===== config.mk =====
export PLATFORM = sky130hd
export DESIGN_NAME = port_telemetry_readout
export DESIGN_NICKNAME = d
export VERILOG_FILES = /design/src/design/telemetry_pkg.sv /design/src/design/channel_current_tracker.sv /design/src/design/port_telemetry_readout.sv
export VERILOG_INCLUDE_DIRS = /design/src /design/src/design
export SDC_FILE = /design/constraint.sdc
export NUM_CORES = 1
export LEC_CHECK = 0
export ABC_AREA = 1
export ABC_CLOCK_PERIOD_IN_PS = 2800
export BUFFER_PORTS_ARGS = -buffer_cell sky130_fd_sc_hd__buf_2
export CORE_MARGIN = 5
export CORE_UTILIZATION = 60
export DETAILED_ROUTE_END_ITERATION = 10
export PLACE_DENSITY = 0.8
export SYNTH_ARGS = -nofsm -noshare
export SYNTH_HDL_FRONTEND = slang
export SYNTH_HIERARCHICAL = 1
export SYNTH_SLANG_ARGS = --single-unit

===== constraint.sdc =====
create_clock -name clk_sys -period 2.8 [get_ports clk_sys]
set_clock_uncertainty 0.1 [all_clocks]
set_input_delay 0.42 -clock clk_sys [delete_from_list [all_inputs] [get_ports clk_sys]]
set_output_delay 0.42 -clock clk_sys [all_outputs]
set_load 0.05 [all_outputs]

===== src/design/telemetry_consts.svh =====
// constants for the supply and channel telemetry readout
`ifndef TELEMETRY_CONSTS_SVH
`define TELEMETRY_CONSTS_SVH

// ***************************************************************
// command codes of the read-only results
// ***************************************************************
`define CMD_SUPPLY_VOLTAGE     8'h2e
`define CMD_CHANNEL_ONE_CUR    8'h30
`define CMD_CHANNEL_TWO_CUR    8'h34
`define CMD_CHANNEL_THREE_CUR  8'h38
`define CMD_CHANNEL_FOUR_CUR   8'h3c

// ***************************************************************
// field layout and reset values
// ***************************************************************
`define RESULT_WIDTH           14
`define RESULT_RESET           14'h0000
`define HIGH_BYTE_CODE_BITS    6

// ***************************************************************
// timing: refresh period and disconnect windows, in microseconds
// ***************************************************************
`define CLK_FREQ_MHZ           40
`define REFRESH_PERIOD_US      100000
`define REFRESH_CYCLES         (`REFRESH_PERIOD_US * `CLK_FREQ_MHZ)
`define DROPOUT_TIME_US        300000
`define SIGNATURE_HOLD_US      60
`define DISCONNECT_CYCLES      ((`DROPOUT_TIME_US + `SIGNATURE_HOLD_US) * `CLK_FREQ_MHZ)

`endif


===== src/design/telemetry_pkg.sv =====
// types shared by the telemetry readout design
package telemetry_pkg;

  // ***************************************************************
  // channel operating modes
  // ***************************************************************
  typedef enum logic [1:0] {
    MODE_OFF,
    MODE_MANUAL,
    MODE_SEMI_AUTO,
    MODE_AUTO
  } chan_mode_t;

  // ***************************************************************
  // per-channel status carried from the port control logic
  // ***************************************************************
  typedef struct packed {
    chan_mode_t  mode;              // operating mode
    logic        powered;           // channel power switched on
    logic        det_class_enable;  // detection and class enabled
    logic        detect_valid;      // last detection result is good
    logic        below_high_thr;    // current below 6.5 mA level
    logic        below_low_thr;     // current below 4.5 mA level
  } chan_status_t;

  // ***************************************************************
  // management bus read request and response byte
  // ***************************************************************
  typedef struct packed {
    logic        start;             // new command byte accepted
    logic [7:0]  command;           // command code
    logic        next_byte;         // host asks for the next data byte
  } mgmt_req_t;

  typedef struct packed {
    logic        valid;             // data byte holds a reply byte
    logic [7:0]  data;              // reply byte
    logic        hit;               // command names a result here
  } mgmt_rsp_t;

endpackage


===== src/design/channel_current_tracker.sv =====
// one channel: refreshes, clears or holds its current result, times disconnect
`timescale 1ns/1ps
`default_nettype none
`include "telemetry_consts.svh"

module channel_current_tracker
  import telemetry_pkg::*;
(
  // clock and reset
  input  wire logic                      clk_sys,
  input  wire logic                      rst_n,
  input  wire logic                      clk_en,
  // channel status and measurement
  input  wire telemetry_pkg::chan_status_t status,
  input  wire logic                      disconnect_threshold_select,
  input  wire logic [`RESULT_WIDTH-1:0]  adc_code,
  input  wire logic                      refresh_tick,
  // results
  output logic      [`RESULT_WIDTH-1:0]  current_result,
  output logic                           disconnect_req
);

  // ***************************************************************
  // state
  // ***************************************************************
  logic [`RESULT_WIDTH-1:0] next_current_result;   // result next cycle
  logic                     enabled_once;          // channel powered at least once
  logic                     next_enabled_once;
  logic [31:0]              low_count;             // cycles spent below threshold
  logic [31:0]              next_low_count;
  logic                     next_disconnect_req;
  logic                     below_thr;             // threshold chosen by select bit
  logic                     force_zero;            // result must read zero

  // ***************************************************************
  // next-value logic
  // ***************************************************************
  always_comb
  begin
    // 4.5 mA when the select bit is set, 6.5 mA when cleared
    below_thr = disconnect_threshold_select ? status.below_low_thr
                                            : status.below_high_thr;
    // off, or semi-auto unpowered with no det/class or bad detection
    force_zero = (status.mode == MODE_OFF) ||
                 ((status.mode == MODE_SEMI_AUTO) && !status.powered &&
                  (!status.det_class_enable || !status.detect_valid));
    next_enabled_once   = enabled_once | status.powered;
    next_current_result = current_result;
    if (force_zero)
    begin
      next_current_result = `RESULT_RESET;
    end
    else if (status.powered && refresh_tick)
    begin
      next_current_result = adc_code;
    end
    else if (!status.powered && !(status.mode == MODE_MANUAL && enabled_once))
    begin
      // manual mode keeps the last value once enabled; others clear
      next_current_result = `RESULT_RESET;
    end
    // per-channel dropout timer; the companion is not looked at
    next_disconnect_req = 1'b0;
    next_low_count      = 32'h0;
    if (status.powered && below_thr)
    begin
      if (low_count >= `DISCONNECT_CYCLES - 1)
      begin
        next_disconnect_req = 1'b1;
        next_low_count      = low_count;
      end
      else
      begin
        next_low_count = low_count + 32'h1;
      end
    end
  end

  // ***************************************************************
  // registers
  // ***************************************************************
  always_ff @(posedge clk_sys or negedge rst_n)
  begin
    if (!rst_n)
    begin
      current_result <= `RESULT_RESET;
      enabled_once   <= 1'b0;
      low_count      <= 32'h0;
      disconnect_req <= 1'b0;
    end
    else if (clk_en)
    begin
      current_result <= next_current_result;
      enabled_once   <= next_enabled_once;
      low_count      <= next_low_count;
      disconnect_req <= next_disconnect_req;
    end
  end

  // ***************************************************************
  // checks
  // ***************************************************************
  AST_OFF_ZERO: assert property (@(posedge clk_sys) disable iff (!rst_n)
    clk_en && status.mode == MODE_OFF |=> current_result == 14'h0000)
    else $error("off channel result not zero");
  AST_SEMI_ZERO: assert property (@(posedge clk_sys) disable iff (!rst_n)
    clk_en && status.mode == MODE_SEMI_AUTO && !status.powered && !status.detect_valid
    |=> current_result == 14'h0000)
    else $error("semi-auto invalid channel result not zero");
  AST_REFRESH: assert property (@(posedge clk_sys) disable iff (!rst_n)
    clk_en && status.powered && refresh_tick && status.mode != MODE_OFF
    |=> current_result == $past(adc_code))
    else $error("powered channel result not refreshed");
  AST_HOLD: assert property (@(posedge clk_sys) disable iff (!rst_n)
    clk_en && status.mode == MODE_MANUAL && enabled_once && !status.powered
    |=> $stable(current_result))
    else $error("manual mode result not held");
  AST_DISC_CAUSE: assert property (@(posedge clk_sys) disable iff (!rst_n)
    $rose(disconnect_req) |-> $past(status.powered) && $past(below_thr))
    else $error("disconnect without low current");
  COV_DISC: cover property (@(posedge clk_sys) disable iff (!rst_n) $rose(disconnect_req));
  COV_HOLD: cover property (@(posedge clk_sys) disable iff (!rst_n)
    status.mode == MODE_MANUAL && enabled_once && !status.powered);

endmodule
`default_nettype wire


===== src/design/port_telemetry_readout.sv =====
// supply voltage and channel current results read over the management bus
`timescale 1ns/1ps
`default_nettype none
`include "telemetry_consts.svh"

module port_telemetry_readout
  import telemetry_pkg::*;
(
  // clock, reset, enable
  input  wire logic                         clk_sys,
  input  wire logic                         rst_n,
  input  wire logic                         clk_en,
  // converter results
  input  wire logic [`RESULT_WIDTH-1:0]     supply_voltage_code,
  input  wire logic [4*`RESULT_WIDTH-1:0]   channel_adc_codes,
  // channel status and configuration
  input  wire telemetry_pkg::chan_status_t  channel_status [4],
  input  wire logic [3:0]                   disconnect_threshold_select,
  // management bus byte interface
  input  wire telemetry_pkg::mgmt_req_t     mgmt_req,
  output telemetry_pkg::mgmt_rsp_t          mgmt_rsp,
  // per-channel disconnect requests
  output logic [3:0]                        disconnect_req
);
  import telemetry_pkg::*;

  // ***************************************************************
  // refresh timer shared by all channels
  // ***************************************************************
  logic [31:0] refresh_count;        // cycles since last refresh
  logic [31:0] next_refresh_count;
  logic        refresh_tick;         // one-cycle refresh strobe
  logic        next_refresh_tick;

  always_comb
  begin
    // one strobe every 100 ms of enabled clock
    next_refresh_tick  = 1'b0;
    next_refresh_count = refresh_count + 32'h1;
    if (refresh_count >= `REFRESH_CYCLES - 1)
    begin
      next_refresh_count = 32'h0;
      next_refresh_tick  = 1'b1;
    end
  end

  always_ff @(posedge clk_sys or negedge rst_n)
  begin
    if (!rst_n)
    begin
      // first strobe lands right after reset, so results are not stale for 100 ms
      refresh_count <= 32'(`REFRESH_CYCLES - 1);
      refresh_tick  <= 1'b0;
    end
    else if (clk_en)
    begin
      refresh_count <= next_refresh_count;
      refresh_tick  <= next_refresh_tick;
    end
  end

  // ***************************************************************
  // supply voltage result: any mode, straight 14-bit code
  // ***************************************************************
  logic [`RESULT_WIDTH-1:0] input_supply_voltage_result;
  logic [`RESULT_WIDTH-1:0] next_supply;

  always_comb
  begin
    // code times 3.662 mV, no mode dependence
    next_supply = refresh_tick ? supply_voltage_code
                               : input_supply_voltage_result;
  end

  always_ff @(posedge clk_sys or negedge rst_n)
  begin
    if (!rst_n)
    begin
      input_supply_voltage_result <= `RESULT_RESET;
    end
    else if (clk_en)
    begin
      input_supply_voltage_result <= next_supply;
    end
  end

  // ***************************************************************
  // channel trackers
  // ***************************************************************
  logic [`RESULT_WIDTH-1:0] current_result [4];  // unsigned 70.19 uA steps
  logic [3:0]               chan_disc;

  genvar gi;
  generate
    for (gi = 0; gi < 4; gi++)
    begin : g_chan
      channel_current_tracker u_tracker (
        .clk_sys                    (clk_sys),
        .rst_n                      (rst_n),
        .clk_en                     (clk_en),
        .status                     (channel_status[gi]),
        .disconnect_threshold_select(disconnect_threshold_select[gi]),
        .adc_code                   (channel_adc_codes[gi*`RESULT_WIDTH +: `RESULT_WIDTH]),
        .refresh_tick               (refresh_tick),
        .current_result             (current_result[gi]),
        .disconnect_req             (chan_disc[gi])
      );
    end
  endgenerate

  // ***************************************************************
  // read engine: latch the word at command, send low then high
  // ***************************************************************
  typedef enum logic [1:0] {
    RD_IDLE,
    RD_LOW,
    RD_HIGH
  } rd_state_t;

  rd_state_t   rd_state;            // byte position in the transfer
  rd_state_t   next_rd_state;
  logic [15:0] shadow;              // word frozen for a coherent pair
  logic [15:0] next_shadow;
  logic [15:0] sel_word;            // word named by the command
  logic        sel_hit;             // command is one of ours
  mgmt_rsp_t   next_rsp;
  logic [3:0]  next_disc;

  always_comb
  begin
    // upper two bits always zero so the pair forms the code
    sel_hit  = 1'b1;
    sel_word = 16'h0000;
    case (mgmt_req.command)
      `CMD_SUPPLY_VOLTAGE:    sel_word = {2'b00, input_supply_voltage_result};
      `CMD_CHANNEL_ONE_CUR:   sel_word = {2'b00, current_result[0]};
      `CMD_CHANNEL_TWO_CUR:   sel_word = {2'b00, current_result[1]};
      `CMD_CHANNEL_THREE_CUR: sel_word = {2'b00, current_result[2]};
      `CMD_CHANNEL_FOUR_CUR:  sel_word = {2'b00, current_result[3]};
      default:                sel_hit  = 1'b0;
    endcase
    next_rd_state = rd_state;
    next_shadow   = shadow;
    next_rsp      = mgmt_rsp;
    next_rsp.valid = 1'b0;
    next_disc     = chan_disc;
    if (mgmt_req.start)
    begin
      // a new command restarts the pair if it hits; a miss goes idle
      next_shadow   = sel_word;
      next_rsp.hit  = sel_hit;
      next_rsp.data = 8'h00;
      next_rd_state = sel_hit ? RD_LOW : RD_IDLE;
    end
    else if (mgmt_req.next_byte)
    begin
      case (rd_state)
        RD_LOW:
        begin
          next_rsp.valid = 1'b1;
          next_rsp.data  = shadow[7:0];
          next_rd_state  = RD_HIGH;
        end
        RD_HIGH:
        begin
          next_rsp.valid = 1'b1;
          next_rsp.data  = shadow[15:8];
          next_rd_state  = RD_IDLE;
        end
        default:
        begin
          // extra reads past the pair return zero
          next_rsp.valid = 1'b1;
          next_rsp.data  = 8'h00;
        end
      endcase
    end
  end

  always_ff @(posedge clk_sys or negedge rst_n)
  begin
    if (!rst_n)
    begin
      rd_state       <= RD_IDLE;
      shadow         <= 16'h0000;
      mgmt_rsp       <= '0;
      disconnect_req <= 4'h0;
    end
    else if (clk_en)
    begin
      rd_state       <= next_rd_state;
      shadow         <= next_shadow;
      mgmt_rsp       <= next_rsp;
      disconnect_req <= next_disc;
    end
  end

  // ***************************************************************
  // checks
  // ***************************************************************
  AST_UPPER_ZERO: assert property (@(posedge clk_sys) disable iff (!rst_n)
    rd_state == RD_IDLE && $past(rd_state) == RD_HIGH && mgmt_rsp.valid
    |-> mgmt_rsp.data[7:6] == 2'b00)
    else $error("upper result bits not zero");
  AST_LOW_FIRST: assert property (@(posedge clk_sys) disable iff (!rst_n)
    clk_en && rd_state == RD_LOW && mgmt_req.next_byte && !mgmt_req.start
    |=> mgmt_rsp.valid && mgmt_rsp.data == $past(shadow[7:0]) && rd_state == RD_HIGH)
    else $error("low byte not sent first");
  AST_HIT: assert property (@(posedge clk_sys) disable iff (!rst_n)
    clk_en && mgmt_req.start && mgmt_req.command == 8'h38
    |=> mgmt_rsp.hit && shadow[13:0] == $past(current_result[2]))
    else $error("channel three command not decoded");
  AST_TICK: assert property (@(posedge clk_sys) disable iff (!rst_n)
    refresh_tick |-> refresh_count == 32'h0)
    else $error("refresh strobe misaligned");
  AST_SUPPLY: assert property (@(posedge clk_sys) disable iff (!rst_n)
    clk_en && refresh_tick |=> input_supply_voltage_result == $past(supply_voltage_code))
    else $error("supply result not updated");
  COV_SUPPLY_READ: cover property (@(posedge clk_sys) disable iff (!rst_n)
    mgmt_req.start && mgmt_req.command == 8'h2e ##[1:20] rd_state == RD_HIGH);
  COV_CHAN_READ: cover property (@(posedge clk_sys) disable iff (!rst_n)
    mgmt_req.start && mgmt_req.command == 8'h3c);
  COV_MISS: cover property (@(posedge clk_sys) disable iff (!rst_n)
    mgmt_req.start && mgmt_req.command == 8'h2f);

endmodule
`default_nettype wire


==> impl_metrics.ini <==
[min_path]
holdCritStartpoint = supply_voltage_code[8]
holdCritPathClass = primary input to flop
min_path_cells = 2

[clock_tree]
clk_path_buf_depth = 3
numCtsBuffers = 29
clkSinkCount = 269
clk_pin_slew_worst_paths_ps = 60
clkLatencyLatePin_ps = 540
htreeDepth = 1
cts-root-buf = clkbuf_16
cts_tree = done

[placed_design]
pre_cts_ws_ps = 649
io_buffers = 128
post-dp-hpwl_mm = 26.9
gp_congestion = 0.969

[logic_synthesis]
synth_warnings = 6
ys_ff_latch = 269
synth-async-reset-ratio = 1.00
synth_seq_area_share = 0.432
synth_ff_type = dfrtp_1
synth_edf_count = 0
synth_area_sq_mm = 0.0156
synth.avg_cell_area_sq_um = 7.07
syn_nets = 2333
synth_cell_types = 43
synthCells = 2211

[floorplan]
fp.dieW_um = 171
die_h_um = 171
fp-row-count = 59
core_area_sq_mm = 0.0258
dieArea_sq_mm = 0.0294
initial_core_util = 0.605
ioPinCount = 129

[critical_path]
path_depth = 13
crit_required_ps = 3130
path_delay_family = simple AND/OR/NAND/NOR gates
slowest_delay_ps = 430
crit_path_top_delay_cell = dfrtp_1
cp_cell_sequence = ha_1 -> nand2_1 -> nor2_4 -> nand2_1 -> nand2_1 -> nand2_1 -> nand2_1 -> nand2_1 -> nand2_2 -> nand2_4 -> nand2_8 -> nand2_1 -> nand2_1
crit_path_frequent_cell = nand2_1
reg2reg_depth = 13
critPathLaunchType = flop
path_class = flop to flop
arrival_ps = 2500
cp-startpoint = g_chan[0].u_tracker/low_count[0]$_DFFE_PN0P_
r2r_start = g_chan[0].u_tracker/low_count[0]$_DFFE_PN0P_
end_kind = flop
critPathBufInv = 0
path_max_fanout = 34

[grt]
grt_antenna_before_repair = 0
grt_pass1_wl_mm = 65.0
grt_max_degree = 95
grt.overflow.total = 0
grtUsageTotal = 0.266
first_global_vias = 13700

[sta]
period_share = 0.775
relSlewSlack = 0.590
setup_slack_ps = 630
rsz0062_at_grt = false
hold_viol_final = 0
min_period_ps = 2170
fin_tns_setup_ps = 0
worst_pin_slew_ps = 615
slew_viol_final = 0
setup_viol = 0
clock.fmax_mhz = 461

[detailed_routing]
wirelength_mm = 38.5
ant_nets = 0
via_per_inst = 5.37
first_pass_iters = 5
drt_iter0_markers = 1173
num_vias = 14400
drc_errors = 0
wire_per_inst_um = 14.4

[power_and_ir_drop]
leakagePower_uw = 0.00854
vdd_ir_drop_max_v = 0.000602
power.density_mw_per_mm2 = 520

[job]
maxCapViolations = 0

[cells_and_area]
layout-drive-gt1-share = 0.114
finalNetCount = 2444
antenna_cells = 0
nFillCells = 2205
syn_to_final_growth_pct = 11.7

[run_status]
outcome = complete, no violations
==> metrics by stage <==
step	utilization	instance area, sq um	hold slack [ps]	cells	power, uW
floorplan	-	15600	24.4	2211	4820
global placement	0.634	16400	269	2617	5110
detailed placement	0.634	16400	272	2617	5140
CTS	0.676	17500	2.24	2679	9130
global route	0.676	17500	7.37	2679	9430
finish	0.676	17500	19.8	2679	9080
==> power by group <==
group	internal, uW	switching [uW]	total, uW	leakage, uW
Sequential	4150	162	4310	0.00354
Combinational	283	497	781	0.00451
Clock	2430	1560	3990	0.000485
==> sequential cells by signal, summed over array words and instances (netlist names) <==
signal and flops:
mgmt_rsp 10, input_supply_voltage_result 14, rd_state 2, refresh_count 32, g_chan.u_tracker/disconnect_req 4, shadow 14
refresh_tick 1, disconnect_req 4, g_chan.u_tracker/low_count 128, g_chan.u_tracker/enabled_once 4, g_chan.u_tracker/current_result 56
==> worst reg2reg max path, delay by kind of cell, from the launching register on <==
family                     cells  cell delay [ps]
and+or+nand+nor               12             1310
DFF                            1              430
adders and majority gates      1              230
==> per-layer routing <==
metal  vias up  wire [um]  track usage
met5         -          0            0
met4         0        981       0.0658
met3        80       2240       0.0345
met2       399      18000        0.443
met1      6728      17300        0.373
li1       7173          -            -
==> final timing paths <==
check / endpoint / slack, ps
max in group asynchronous: g_chan[0].u_tracker/low_count[18]$_DFFE_PN0P_ / 1450
worst min register to register: g_chan[1].u_tracker/enabled_once$_DFFE_PN0P_ / 360
worst max-delay path: g_chan[0].u_tracker/low_count[10]$_DFFE_PN0P_ / 630
min in group asynchronous: rd_state[1]$_DFFE_PN0P_ / 280
worst max register to register: g_chan[0].u_tracker/low_count[10]$_DFFE_PN0P_ / 630
worst min-delay path: input_supply_voltage_result[8]$_DFFE_PN0P_ / 20
==> synth_stat cells, types with 5 or more instances <==
cell | n | share of area
buf_1 | 13 | 0.0031
inv_1 | 189 | 0.045
nor2_1 | 405 | 0.097
buf_8 | 8 | 0.0077
mux2_2 | 10 | 0.0072
nand4_1 | 24 | 0.0096
clkinv_1 | 6 | 0.0014
a22o_1 | 6 | 0.0034
dfstp_2 | 14 | 0.024
xor2_1 | 30 | 0.017
nand2_2 | 13 | 0.0052
ha_1 | 7 | 0.0056
o22ai_1 | 5 | 0.0020
buf_2 | 32 | 0.010
nor2_2 | 11 | 0.0044
dfrtp_1 | 255 | 0.41
o31ai_1 | 5 | 0.0024
nand2_1 | 722 | 0.17
xnor2_1 | 19 | 0.011
buf_6 | 14 | 0.010
clkbuf_1 | 6 | 0.0014
o21ai_0 | 23 | 0.0074
nor2_4 | 5 | 0.0036
buf_4 | 5 | 0.0024
a21boi_0 | 12 | 0.0058
nand3_1 | 217 | 0.069
a21oi_1 | 81 | 0.026
nor3_1 | 16 | 0.0051
a21boi_1 | 16 | 0.0077
==> cell usage in the layout (no fill, tap or decap), types with 12 or more instances in the layout <==
cell type / netlist / routed
clkbuf_16: 0 / 29
o21ai_0: 23 / 23
dfstp_2: 14 / 14
nand4_1: 24 / 24
xnor2_1: 19 / 19
nor3_1: 16 / 16
xor2_1: 30 / 30
buf_2: 32 / 126
nand2_1: 722 / 722
buf_4: 5 / 17
nand2_2: 13 / 13
a21boi_1: 16 / 16
a21boi_0: 12 / 12
inv_1: 189 / 189
nor2_1: 405 / 405
a21oi_1: 81 / 81
dfrtp_1: 255 / 255
nand3_1: 217 / 217
==> cells by family after synthesis <==
| family | Yosys count | share of synthesized area |
|---|---|---|
| adders and majority gates | 7 | 0.00560 |
| muxes | 10 | 0.00720 |
| DFF | 269 | 0.432 |
| buffers and inverters | 277 | 0.0828 |
| AOI/OAI and AO/OA | 165 | 0.0633 |
| xor gates and xnor gates | 49 | 0.0275 |
| and+or+nand+nor | 1434 | 0.382 |
==> final cells by class <==
cell class,instances,area (sq um),share of cell area
multi-input cells,1665,7590,0.435
clock buffers,41,831,0.0476
inverters,199,747,0.0428
flip-flops and latches,269,6750,0.386
repair buffers,158,955,0.0547
well taps,335,419,0.0240
clock inverters,12,175,0.0100
==> timing repair <==
item | in CTS | in global routing
endpoints found under the hold margin | 59 | 0
endpoints found under the setup margin | 0 | 0
hold buffers | 9 | 0
resized for setup | 0 | 0
buffers inserted | 0 | 0
Power figures use the tool's default switching activity.
